--- config.mk ---
export PLATFORM = sky130hd
export DESIGN_NAME = cspr_regs
export DESIGN_NICKNAME = d
export VERILOG_FILES = /design/src/common/cspr_pkg.sv /design/src/hdl/cspr_byte_reg.sv /design/src/hdl/cspr_regs.sv
export SDC_FILE = /design/constraint.sdc
export NUM_CORES = 1
export LEC_CHECK = 0
export BUFFER_PORTS_ARGS = -buffer_cell sky130_fd_sc_hd__buf_2
export CAP_MARGIN = 20
export CELL_PAD_IN_SITES_DETAIL_PLACEMENT = 1
export CELL_PAD_IN_SITES_GLOBAL_PLACEMENT = 1
export CORE_MARGIN = 2
export CORE_UTILIZATION = 51
export DETAILED_ROUTE_END_ITERATION = 10
export GPL_ROUTABILITY_DRIVEN = 0
export PLACE_DENSITY = 0.88
export SKIP_CTS_REPAIR_TIMING = 1
export SLEW_MARGIN = 20
export SYNTH_ARGS = -nofsm -noshare
export SYNTH_HDL_FRONTEND = slang
export SYNTH_SLANG_ARGS = --single-unit
export TNS_END_PERCENT = 30
--- constraint.sdc ---
create_clock -name mclk -period 7.25 [get_ports mclk]
set_input_delay 0.725 -clock mclk [delete_from_list [all_inputs] [get_ports mclk]]
set_output_delay 0.725 -clock mclk [all_outputs]
set_load 0.01 [all_outputs]
--- src/common/cspr_pkg.sv ---
package cspr_pkg;
  // register offsets
  localparam logic [7:0] REF_LO_ADDR = 8'h00;
  localparam logic [7:0] REF_HI_ADDR = 8'h01;
  localparam logic [7:0] CUR_LIM_ADDR = 8'h02;
  localparam logic [7:0] SLEW_DLY_ADDR = 8'h03;
  localparam logic [7:0] LAST_DEF_ADDR = 8'h07;

  // reset values
  localparam logic [7:0] REF_LO_RST = 8'ha4;
  localparam logic [7:0] REF_HI_RST = 8'h01;
  localparam logic [7:0] CUR_LIM_RST = 8'he4;
  localparam logic [7:0] SLEW_DLY_RST = 8'h01;
  localparam logic [7:0] READ_ZERO = 8'h00;

  // field positions
  localparam int REF_HI_CODE_MSB = 2;
  localparam int CL_EN_BIT = 7;
  localparam int CL_THR_MSB = 6;
  localparam int OCP_DLY_MSB = 5;
  localparam int OCP_DLY_LSB = 4;
  localparam int RAMP_MSB = 1;
  localparam int RAMP_LSB = 0;

  // reference level in tenths of a microvolt
  localparam logic [23:0] REF_BASE_TUV = 24'h06ddd0;
  localparam logic [23:0] REF_STEP_TUV = 24'h00160d;

  // timing
  localparam int CLK_PERIOD_NS = 10;
  localparam int OCP_T0_NS = 128000;
  localparam int OCP_T1_NS = 3072000;
  localparam int OCP_T2_NS = 6144000;
  localparam int OCP_T3_NS = 12288000;
  localparam int OCP_T0_CYC = OCP_T0_NS / CLK_PERIOD_NS;
  localparam int OCP_T1_CYC = OCP_T1_NS / CLK_PERIOD_NS;
  localparam int OCP_T2_CYC = OCP_T2_NS / CLK_PERIOD_NS;
  localparam int OCP_T3_CYC = OCP_T3_NS / CLK_PERIOD_NS;
  localparam int OCP_CNT_W = 21;
endpackage

--- src/hdl/cspr_byte_reg.sv ---
`timescale 1ns/1ns
module cspr_byte_reg #(
  parameter logic [7:0] RST_VAL = 8'h00
) (
  input wire logic mclk,
  input wire logic nrst,
  input wire logic we,
  input wire logic [7:0] d,
  output logic [7:0] q_r
);
  logic [7:0] q_nxt;

  always_comb begin
    q_nxt = q_r;
    if (we) begin
      q_nxt = d;
    end
  end

  always_ff @(posedge mclk or negedge nrst) begin
    if (!nrst) begin
      q_r <= RST_VAL;
    end else begin
      q_r <= q_nxt;
    end
  end
endmodule

--- src/hdl/cspr_regs.sv ---
`timescale 1ns/1ns
// Overview of operation
// - reference spans 01h high, 00h low
// - bits 10-0 code, 15-11 reserved rw
// - reference resets to 01a4h, 282 mV
// - level is 45 mV plus 0.5645 mV per code
// - bit 7 enables current limit, resets set
// - bits 6-0 threshold, 0.5 mV steps
// - current limit resets to e4h, 50 mV
// - bits 5-4 select overcurrent response delay
// - bits 1-0 select output ramp rate
// - register 03h reserved bits rw, resets 01h
// - addresses above 07h answered with nack
module cspr_regs
  import cspr_pkg::*;
#(
  parameter int DLY0_CYC = cspr_pkg::OCP_T0_CYC,
  parameter int DLY1_CYC = cspr_pkg::OCP_T1_CYC,
  parameter int DLY2_CYC = cspr_pkg::OCP_T2_CYC,
  parameter int DLY3_CYC = cspr_pkg::OCP_T3_CYC
) (
  input wire logic mclk,
  input wire logic nrst,
  input wire logic [7:0] reg_addr,
  input wire logic reg_wr,
  input wire logic reg_rd,
  input wire logic [7:0] reg_wdata,
  output logic [7:0] reg_rdata_r,
  output logic reg_ack_r,
  output logic reg_nack_r,
  output logic [10:0] ref_code_r,
  output logic [23:0] ref_level_r,
  output logic cl_enable_r,
  output logic [6:0] cl_threshold_r,
  output logic [1:0] overcurrent_response_delay_r,
  output logic [1:0] output_ramp_rate_r,
  input wire logic limit_hit,
  output logic ocp_trip_r
);
  import cspr_pkg::*;

  localparam int CNT_MAX = (1 << OCP_CNT_W) - 1;

  if (DLY0_CYC < 1 || DLY1_CYC < 1 || DLY2_CYC < 1 || DLY3_CYC < 1) begin : g_bad_min
    $error("overcurrent delay counts must be at least one cycle");
  end
  if (DLY0_CYC > CNT_MAX || DLY1_CYC > CNT_MAX || DLY2_CYC > CNT_MAX || DLY3_CYC > CNT_MAX) begin : g_bad_max
    $error("overcurrent delay counts exceed the counter width");
  end

  // ---------------------------------------------------------------- decode
  logic access;
  logic addr_ok;
  logic we_lo;
  logic we_hi;
  logic we_cl;
  logic we_sd;

  always_comb begin
    access = reg_wr || reg_rd;
    addr_ok = (reg_addr <= LAST_DEF_ADDR);
    we_lo = 1'b0;
    we_hi = 1'b0;
    we_cl = 1'b0;
    we_sd = 1'b0;
    if (!reg_wr) begin
      we_lo = 1'b0;
    end else if (reg_addr == REF_LO_ADDR) begin
      we_lo = 1'b1;
    end else if (reg_addr == REF_HI_ADDR) begin
      we_hi = 1'b1;
    end else if (reg_addr == CUR_LIM_ADDR) begin
      we_cl = 1'b1;
    end else if (reg_addr == SLEW_DLY_ADDR) begin
      we_sd = 1'b1;
    end
  end

  // ---------------------------------------------------------------- storage
  logic [7:0] ref_lo_q;
  logic [7:0] ref_hi_q;
  logic [7:0] cur_lim_q;
  logic [7:0] slew_dly_q;

  // low byte held until the high byte arrives
  cspr_byte_reg #(.RST_VAL(REF_LO_RST)) u_ref_lo (
    .mclk(mclk),
    .nrst(nrst),
    .we(we_lo),
    .d(reg_wdata),
    .q_r(ref_lo_q)
  );

  // reserved upper bits kept as plain storage
  cspr_byte_reg #(.RST_VAL(REF_HI_RST)) u_ref_hi (
    .mclk(mclk),
    .nrst(nrst),
    .we(we_hi),
    .d(reg_wdata),
    .q_r(ref_hi_q)
  );

  cspr_byte_reg #(.RST_VAL(CUR_LIM_RST)) u_cur_lim (
    .mclk(mclk),
    .nrst(nrst),
    .we(we_cl),
    .d(reg_wdata),
    .q_r(cur_lim_q)
  );

  cspr_byte_reg #(.RST_VAL(SLEW_DLY_RST)) u_slew_dly (
    .mclk(mclk),
    .nrst(nrst),
    .we(we_sd),
    .d(reg_wdata),
    .q_r(slew_dly_q)
  );

  // ---------------------------------------------------------------- bus answer and settings
  logic [7:0] rdata_nxt;
  logic ack_nxt;
  logic nack_nxt;
  logic [10:0] ref_code_nxt;
  logic [23:0] ref_level_nxt;
  logic cl_enable_nxt;
  logic [6:0] cl_threshold_nxt;
  logic [1:0] ocp_dly_nxt;
  logic [1:0] ramp_nxt;

  always_comb begin
    rdata_nxt = reg_rdata_r;
    ack_nxt = access && addr_ok;
    nack_nxt = access && !addr_ok;
    if (!(reg_rd && addr_ok)) begin
      rdata_nxt = reg_rdata_r;
    end else if (reg_addr == REF_LO_ADDR) begin
      rdata_nxt = ref_lo_q;
    end else if (reg_addr == REF_HI_ADDR) begin
      rdata_nxt = ref_hi_q;
    end else if (reg_addr == CUR_LIM_ADDR) begin
      rdata_nxt = cur_lim_q;
    end else if (reg_addr == SLEW_DLY_ADDR) begin
      rdata_nxt = slew_dly_q;
    end else begin
      rdata_nxt = READ_ZERO;
    end

    ref_code_nxt = ref_code_r;
    if (we_hi) begin
      ref_code_nxt = {reg_wdata[REF_HI_CODE_MSB:0], ref_lo_q};
    end
    ref_level_nxt = REF_BASE_TUV + 24'(ref_code_r) * REF_STEP_TUV;
    cl_enable_nxt = cur_lim_q[CL_EN_BIT];
    cl_threshold_nxt = cur_lim_q[CL_THR_MSB:0];
    ocp_dly_nxt = slew_dly_q[OCP_DLY_MSB:OCP_DLY_LSB];
    ramp_nxt = slew_dly_q[RAMP_MSB:RAMP_LSB];
  end

  always_ff @(posedge mclk or negedge nrst) begin
    if (!nrst) begin
      reg_rdata_r <= READ_ZERO;
      reg_ack_r <= 1'b0;
      reg_nack_r <= 1'b0;
      ref_code_r <= {REF_HI_RST[REF_HI_CODE_MSB:0], REF_LO_RST};
      ref_level_r <= REF_BASE_TUV + 24'({REF_HI_RST[REF_HI_CODE_MSB:0], REF_LO_RST}) * REF_STEP_TUV;
      cl_enable_r <= CUR_LIM_RST[CL_EN_BIT];
      cl_threshold_r <= CUR_LIM_RST[CL_THR_MSB:0];
      overcurrent_response_delay_r <= SLEW_DLY_RST[OCP_DLY_MSB:OCP_DLY_LSB];
      output_ramp_rate_r <= SLEW_DLY_RST[RAMP_MSB:RAMP_LSB];
    end else begin
      reg_rdata_r <= rdata_nxt;
      reg_ack_r <= ack_nxt;
      reg_nack_r <= nack_nxt;
      ref_code_r <= ref_code_nxt;
      ref_level_r <= ref_level_nxt;
      cl_enable_r <= cl_enable_nxt;
      cl_threshold_r <= cl_threshold_nxt;
      overcurrent_response_delay_r <= ocp_dly_nxt;
      output_ramp_rate_r <= ramp_nxt;
    end
  end

  // ---------------------------------------------------------------- overcurrent delay timer
  // comparator output is asynchronous to mclk
  logic lim_s1_r;
  logic lim_s2_r;
  logic [OCP_CNT_W-1:0] ocp_cnt_r;
  logic [OCP_CNT_W-1:0] ocp_cnt_nxt;
  logic [OCP_CNT_W-1:0] dly_last;
  logic ocp_trip_nxt;

  always_comb begin
    case (overcurrent_response_delay_r)
      2'h0: dly_last = OCP_CNT_W'(DLY0_CYC - 1);
      2'h1: dly_last = OCP_CNT_W'(DLY1_CYC - 1);
      2'h2: dly_last = OCP_CNT_W'(DLY2_CYC - 1);
      default: dly_last = OCP_CNT_W'(DLY3_CYC - 1);
    endcase
    ocp_cnt_nxt = ocp_cnt_r;
    ocp_trip_nxt = ocp_trip_r;
    if (!(cl_enable_r && lim_s2_r)) begin
      ocp_cnt_nxt = '0;
      ocp_trip_nxt = 1'b0;
    end else if (ocp_cnt_r >= dly_last) begin
      ocp_trip_nxt = 1'b1;
    end else begin
      ocp_cnt_nxt = ocp_cnt_r + OCP_CNT_W'(1);
    end
  end

  always_ff @(posedge mclk or negedge nrst) begin
    if (!nrst) begin
      lim_s1_r <= 1'b0;
      lim_s2_r <= 1'b0;
      ocp_cnt_r <= '0;
      ocp_trip_r <= 1'b0;
    end else begin
      lim_s1_r <= limit_hit;
      lim_s2_r <= lim_s1_r;
      ocp_cnt_r <= ocp_cnt_nxt;
      ocp_trip_r <= ocp_trip_nxt;
    end
  end
endmodule

==> summary.txt, run 1 <==
GRT
  – Number of global-route vias before repair: ~6000
  – Initial antenna violation count: 0
  – First-pass GRT wire length: between 30 and 40 mm
  – Gr usage total: 0.279
  – Grt total ovfl: 0
  – Largest net degree at the start of global routing: 69

Floorplanning
  – Core Region: approximately 14000 um^2
  – # IOs: around 80
  – Rows: 43
  – Die H: 123 um
  – Initial Util: 0.522
  – Die area: 15100 um^2
  – Chip width: approximately 120 um

Setup path
  – Crit end category: flop
  – Crit path launch type: flop
  – Critical path class: flop to flop
  – Slowest Stage Delay on Critical Path: ~0.7 ns
  – CP most frequent cell: inv_1
  – WP buf/inv: 4
  – CP Data Required Time: between 7 and 8 ns
  – Crit Path Max Fanout: 10
  – Arrival time at the worst endpoint: ~5.2 ns
  – Cell family with most CP delay: adder cells
  – Crit-path cells: inv_1 > ha_1 > inv_1 > ha_1 > fa_1 > inv_1 > fa_1 > inv_1 > fa_1 > ha_1 > a21oi_1 > o22ai_1 > a311oi_1 > o21ai_0 > o311ai_0
  – Worst path slowest cell: dfstp_2

Routing
  – WL/cell: 22.4 um
  – Final WL: 20.1 mm
  – Initial DRC count: 336
  – Vias per inst: 6.11
  – DR DRC count: 0
  – First-pass DRT Iterations: 5
  – DR vias: around 5500
  – ANT nets after route: 0

CTS
  – TritonCTS clock tree: done
  – CTS Buf Count: 9
  – Clk root buf: clkbuf_16
  – CTS max path bufs: 2
  – CTS sink cnt: 110
  – Clk_lat worst skew: 0.37 ns
  – H-tree depth: 3
  – Reg clk slew, reported paths: 0.08 ns

Synth
  – Yosys top cell by area: dfrtp_1
  – Cells after synthesis: around 650
  – Post-synthesis cell area: between 7000 and 8000 um^2
  – Avg Inst Size Synth: roughly 11 um^2
  – Top-area cell type share of the netlist area: 0.291
  – Syn nets: between 700 and 800
  – Register area share after synthesis: 0.386
  – Synth Register Bits: 110
  – Top_reg_cell synth: dfrtp_1
  – Ys Warns: 0
  – Cell variety after synth: 60
  – Async S/R FF share, synth: 1.00
  – Synth top area cells: dfrtp_1, ha_1, dfstp_2, fa_1, mux2_2
  – Post-synth EDFFs: 0

STA
  – Period Utilization, post-route: 0.679
  – Min setup slack post-route: around 2.3 ns
  – Final Setup Violations: 0
  – Setup tns final: 0 ns
  – RSZ-0062 raised after global routing: false
  – Measured slew at the worst slew-check pin: roughly 0.94 ns
  – Final hold violation count: 0
  – Max Slew Vio Count: 0
  – Worst slew margin: 0.375
  – Fmax: 203 MHz
  – Worst Skew: between 0.01 and 0.015 ns
  – Fin crit period: 4.92 ns

Placed design
  – DP Worst Slack: between 2 and 2.5 ns
  – Port Buffers: 78
  – Dpl cells: 883
  – DP HPWL: between 10 and 15 mm

Cells and area
  – Area Overhead vs Synth: 11.7%
  – Non-filler cells in the finished layout: 900
  – Layout cells sized above 1: 0.256
  – Final #Nets: between 800 and 900

Hold path
  – Worst Hold Class: primary input to async pin

Pwr
  – P_leak: roughly 4 nW
  – Peak VDD IR: 0.177 mV
  – PwrDens: roughly 170 nW/um^2
  – Total power: between 1 and 1.5 mW

Flow run
  – Max Cap Viol: 0

Status
  – Status: completed
power by group:
group / total (mW) / internal, mW / switching, mW
Sequential: 0.660 / 0.644 / 0.0161
Combinational: 0.178 / 0.0702 / 0.108
Clock: 0.513 / 0.245 / 0.267
Total: 1.35 / 0.959 / 0.391
worst paths after layout:
kind,startpoint,end,slack [ns],cells after the start
worst max-delay path,ref_code_r[7],ref_level_r[17],2.33,15
worst min-delay path,nrst,ref_level_r[15],0.34,1
worst max register to register,ref_code_r[7],ref_level_r[17],2.33,15
worst min register to register,lim_s1_r,lim_s2_r,0.36,0
max in group asynchronous,nrst,ocp_cnt_r[5],5.63,2
min in group mclk,lim_s1_r,lim_s2_r,0.36,0
routing by layer:
layer  up-vias  part of all wire  track usage
met2       186              0.53        0.485
li1       2430                 -            -
met4         0             0.036        0.118
met5         -                 0            0
met1      2821              0.39        0.330
met3        62             0.047       0.0673
layout make-up:
class                   count  area, um^2
clock buffers               9         225
repair buffers             79         400
fillers                  1498        5770
multi-input cells         433        4040
inverters                  81         304
diodes                      1        2.50
clock inverters             7        76.3
flip-flops and latches    110        2790
well taps                 180         225
cell families (layout without fill, tap and decap cells):
logic type | after synthesis | in the layout | share of synthesized area
other | 0 | 1 | 0
flip-flops | 110 | 110 | 0.386
AO/OA/AOI/OAI | 103 | 103 | 0.0960
buffers and inverters | 102 | 176 | 0.0560
multiplexers | 48 | 48 | 0.0874
AND/OR/NAND/NOR | 140 | 140 | 0.109
adder cells (fa/ha/maj) | 120 | 120 | 0.239
XOR/XNOR | 22 | 22 | 0.0267
cells in the final DEF (no fill, tap or decap), drive strengths merged, types with 2 or more instances in the layout:
cell type and n:
o31ai 2, and4 3, o41ai 12, fa 30, and3 3, nand4 11, dfstp 26, o311ai 8
nand3 22, a221oi 2, xor2 6, nor2b 2, clkinv 3, or4b 4, or3 4, xnor2 16
nor2 19, nor3 7, mux4 8, buf 79, a21o 11, nand2b 12, and2 2, nand2 39
o211ai 3, mux2 40, o22ai 3, or4 6, o21ai 21, a21oi 29, nor4 2, dfrtp 84
inv 84, ha 90, clkbuf 9, o21a 2
synth_stat cells, types with 11 or more instances:
cell and instances:
xnor2_1 16, mux2_2 40, o21ai_0 20, dfrtp_1 84, o41ai_1 12, a21oi_1 29
clkbuf_1 13, nor2_1 18, inv_1 81, a21o_1 11, nand2b_1 12, dfstp_2 26
nand2_1 38, fa_1 30, nand3_1 21, ha_1 90
worst register-to-register path: stages, from the launching register on:
cell and delay (ns):
dfstp_2 0.68, inv_1 0.13, ha_1 0.35, inv_1 0.07, ha_1 0.21, fa_1 0.51, inv_1 0.07, fa_1 0.53
inv_1 0.06, fa_1 0.43, ha_1 0.37, a21oi_1 0.22, o22ai_1 0.13, a311oi_1 0.39, o21ai_0 0.27, o311ai_0 0.41
per-stage QoR:
stage | area, um^2 | hold WS [ns] | util
6_report | 8060 | 0.343 | 0.583
5_1_grt | 8060 | 0.383 | 0.583
4_1_cts | 8060 | 0.361 | 0.583
3_5_place_dp | 7760 | 0.353 | 0.561
3_3_place_gp | 7750 | 0.334 | 0.560
2_1_floorplan | 7220 | 0.331 | -
flip-flops by register name, indices dropped and copies added (netlist names), 8 cells and up:
name	flops
reg_rdata_r	8
ref_code_r	8
u_cur_lim.q_r	8
ref_level_r	24
ocp_cnt_r	21
u_ref_hi.q_r	8
u_slew_dly.q_r	8
u_ref_lo.q_r	8
No activity file was read; power rests on OpenSTA's default activity.
==> inputs of run 2 (changes only) <==
--- a/config.mk
+++ b/config.mk
@@ -5,15 +5,16 @@
 export SDC_FILE = /design/constraint.sdc
 export NUM_CORES = 1
 export LEC_CHECK = 0
+export ABC_AREA = 1
 export BUFFER_PORTS_ARGS = -buffer_cell sky130_fd_sc_hd__buf_2
 export CAP_MARGIN = 20
 export CELL_PAD_IN_SITES_DETAIL_PLACEMENT = 1
 export CELL_PAD_IN_SITES_GLOBAL_PLACEMENT = 1
 export CORE_MARGIN = 2
-export CORE_UTILIZATION = 51
+export CORE_UTILIZATION = 45
 export DETAILED_ROUTE_END_ITERATION = 10
 export GPL_ROUTABILITY_DRIVEN = 0
-export PLACE_DENSITY = 0.88
+export PLACE_DENSITY = 0.82
 export SKIP_CTS_REPAIR_TIMING = 1
 export SLEW_MARGIN = 20
 export SYNTH_ARGS = -nofsm -noshare
==> constraint.sdc (replaced) <==
create_clock -name mclk -period 5.1 [get_ports mclk]
set_input_delay 0.51 -clock mclk [delete_from_list [all_inputs] [get_ports mclk]]
set_output_delay 0.51 -clock mclk [all_outputs]
set_load 0.01 [all_outputs]
==> run 2 against run 1 <==
Effect of this change: die area increased by 21%; register-to-register slack worse by 1.7 ns; critical path type unchanged; global-route usage fell by 3.0 points; design area rose by 7.0%; highest routed layer unchanged; largest power group unchanged.
==> summary.txt, run 2 <==
CTS
  – Reg clk slew, reported paths: about 0.080 ns
  – Clk_lat worst skew: ~0.37 ns
  – Clk root buf: clkbuf_16
  – TritonCTS clock tree: done
  – CTS max path bufs: 2
  – CTS sink cnt: 110
  – H-tree depth: 3
  – CTS Buf Count: 9

Setup path
  – Crit end category: flop
  – Reg2reg path depth: 16
  – Slowest Stage Delay on Critical Path: approximately 0.65 ns
  – Cell family with most CP delay: adder cells
  – CP Data Required Time: 5.35 ns
  – Reg-to-reg slack, setup: around 0.60 ns
  – Crit path launch: ref_code_r[7]
  – Worst path slowest cell: dfstp_2
  – Crit-path cells: inv_1 > ha_1 > inv_1 > ha_1 > fa_1 > inv_1 > fa_1 > inv_1 > fa_1 > ha_1 > a21oi_1 > nor2_1 > nor2_1 > o21ai_0 > o21ai_0 > nand2_1
  – WP buf/inv: 4
  – CP most frequent cell: inv_1
  – Arrival time at the worst endpoint: between 4 and 5 ns
  – Crit Path Max Fanout: 8
  – Critical path class: flop to flop
  – Crit path launch type: flop
  – Reg2reg start: ref_code_r[7]
  – R2r endpoint: ref_level_r[13]

Floorplanning
  – Initial Util: 0.455
  – Chip width: between 100 and 150 um
  – Core Region: around 17000 um^2
  – # IOs: between 70 and 80
  – Die H: 135 um
  – Rows: 48
  – Die area: between 15000 and 20000 um^2

Hold path
  – Worst Hold Class: primary input to flop
  – Startpoint of the worst hold path: limit_hit
  – Hold path depth: 1
  – Worst Hold End: lim_s1_r

Synth
  – Largest family of logic cells by synthesized area: simple AND/OR/NAND/NOR gates
  – Post-synth EDFFs: 0
  – Ys Warns: 0
  – Async S/R FF share, synth: 1.00
  – Top_reg_cell synth: dfrtp_1
  – Synth top cells by count: nand2_1, inv_1, ha_1, dfrtp_1, nor2_1
  – Cell variety after synth: 37
  – Post-synthesis mux area share: 0.00725
  – Synth Area in Simple Gates: 0.245
  – Cells after synthesis: around 920
  – Top-area cell type share of the netlist area: 0.271
  – Avg Inst Size Synth: 8.40 um^2
  – Post-synthesis adder-cell area fraction: 0.222
  – Post-Synth XOR/XNOR Area: 0.0271
  – Yosys top cell by area: dfrtp_1
  – Syn nets: 1065
  – Post-synthesis compound-gate area fraction: 0.0561
  – Most frequent cell after synthesis: nand2_1
  – Synth Register Bits: 110
  – Register area share after synthesis: 0.359
  – Post-synthesis cell area: just under 8000 um^2
  – Synth top area cells: dfrtp_1, ha_1, nand2_1, dfstp_2, fa_1

STA
  – Setup tns final: 0 ns
  – Measured slew at the worst slew-check pin: 0.952 ns
  – Worst Skew: about 0.015 ns
  – RSZ-0062 raised after global routing: false
  – Worst slew margin: 0.366
  – Period Utilization, post-route: 0.882
  – Final Setup Violations: 0
  – Fin crit period: about 4.5 ns
  – Fmax: roughly 220 MHz
  – Min setup slack post-route: 0.600 ns
  – Max Slew Vio Count: 0
  – Final hold violation count: 0

GRT
  – Grt total ovfl: 0
  – Initial antenna violation count: 0
  – Gr usage total: 0.250
  – Largest net degree at the start of global routing: 73
  – Number of global-route vias before repair: 6979
  – First-pass GRT wire length: 35.8 mm

Cells and area
  – Non-filler cells in the finished layout: about 1200
  – Commonest non-fill, non-tap cells in the layout: nand2_1, inv_1, ha_1
  – Reg with most FFs: ref_level_r
  – Most common cell after layout, fill and taps aside: nand2_1
  – Layout cells sized above 1: 0.147
  – Post-route cell area: 8620 um^2
  – Ant diodes: 0
  – Largest regs: ref_level_r (24), ocp_cnt_r (21)
  – Max reg flops: 24
  – Area Overhead vs Synth: 11.0%
  – Final #Nets: around 1100

Pwr
  – P_leak: 4.61 nW
  – Peak VDD IR: about 0.18 mV
  – Total power: around 2.8 mW
  – PwrDens: about 320 nW/um^2

Placed design
  – Port Buffers: about 80
  – Dpl cells: ~1200
  – DP Worst Slack: between 0.7 and 0.8 ns
  – Placed cell area: approximately 8300 um^2
  – DP HPWL: 16.4 mm

Routing
  – Final WL: ~22 mm
  – Vias per inst: approximately 5.4
  – DR vias: approximately 6600
  – First-pass DRT Iterations: 5
  – WL/cell: approximately 18 um
  – DR DRC count: 0
  – ANT nets after route: 0
  – Initial DRC count: around 330

Flow run
  – Max Cap Viol: 0

Status
  – Status: completed
==> run 2: changes by cell type in the layout (fill, tap and decap cells not counted), sizes merged, moves of 8 or more <==
cell,delta
nor2,+64
o41ai,-12
o311ai,-8
nand3,+56
mux2,-35
mux4,-8
o21ai,+22
nand2b,-12
nand2,+204
inv,+52
==> run 2: worst max path at each step <==
stage,end,cells past startpoint
finish,ref_level_r[13],16
global placement,ref_level_r[23],19
CTS,ref_level_r[13],16
detailed placement,ref_level_r[23],19
global route,ref_level_r[13],16
floorplan,ref_level_r[21],18
==> run 2: where the power goes <==
part           total, mW  internal (mW)  switching, mW
Combinational      0.997          0.348          0.649
Sequential          1.02          0.983         0.0376
Clock              0.775          0.408          0.368
==> run 2: final cells by class <==
cell class / instances / area, um^2
clock inverters: 6 / 83.8
well taps: 225 / 282
fillers: 2133 / 8430
repair buffers: 79 / 400
multi-input cells: 661 / 4330
flip-flops and latches: 110 / 2790
inverters: 133 / 499
clock buffers: 10 / 239
==> run 2: per-stage QoR <==
step | utilization | hold slack, ns
after global placement | 0.487 | 0.333
final | 0.506 | 0.254
after global routing | 0.506 | 0.246
after CTS | 0.506 | 0.240
after detailed placement | 0.487 | 0.339
after floorplan | - | 0.214
==> run 2: cells by family after synthesis <==
| kind of cell | Yosys count |
|---|---|
| and+or+nand+nor | 431 |
| buffers and inverters | 153 |
| adders and majority gates | 120 |
| DFF | 110 |
| AOI/OAI and AO/OA | 81 |
| xor gates and xnor gates | 24 |
| muxes | 5 |
==> run 2: per-layer routing <==
layer / global-route usage / share of wire / vias up
met5: 0 / 0 / -
met4: 0.0718 / 0.019 / 0
met3: 0.0378 / 0.032 / 32
met2: 0.449 / 0.52 / 123
met1: 0.312 / 0.43 / 3329
li1: - / - / 3080
==> run 2: worst register-to-register path, stage by stage, from the launching register on <==
cell and delay, ns:
dfstp_2 0.65, inv_1 0.15, ha_1 0.34, inv_1 0.05, ha_1 0.19, fa_1 0.49, inv_1 0.06, fa_1 0.54
inv_1 0.06, fa_1 0.48, ha_1 0.38, a21oi_1 0.29, nor2_1 0.12, nor2_1 0.17, o21ai_0 0.16, o21ai_0 0.18
nand2_1 0.06
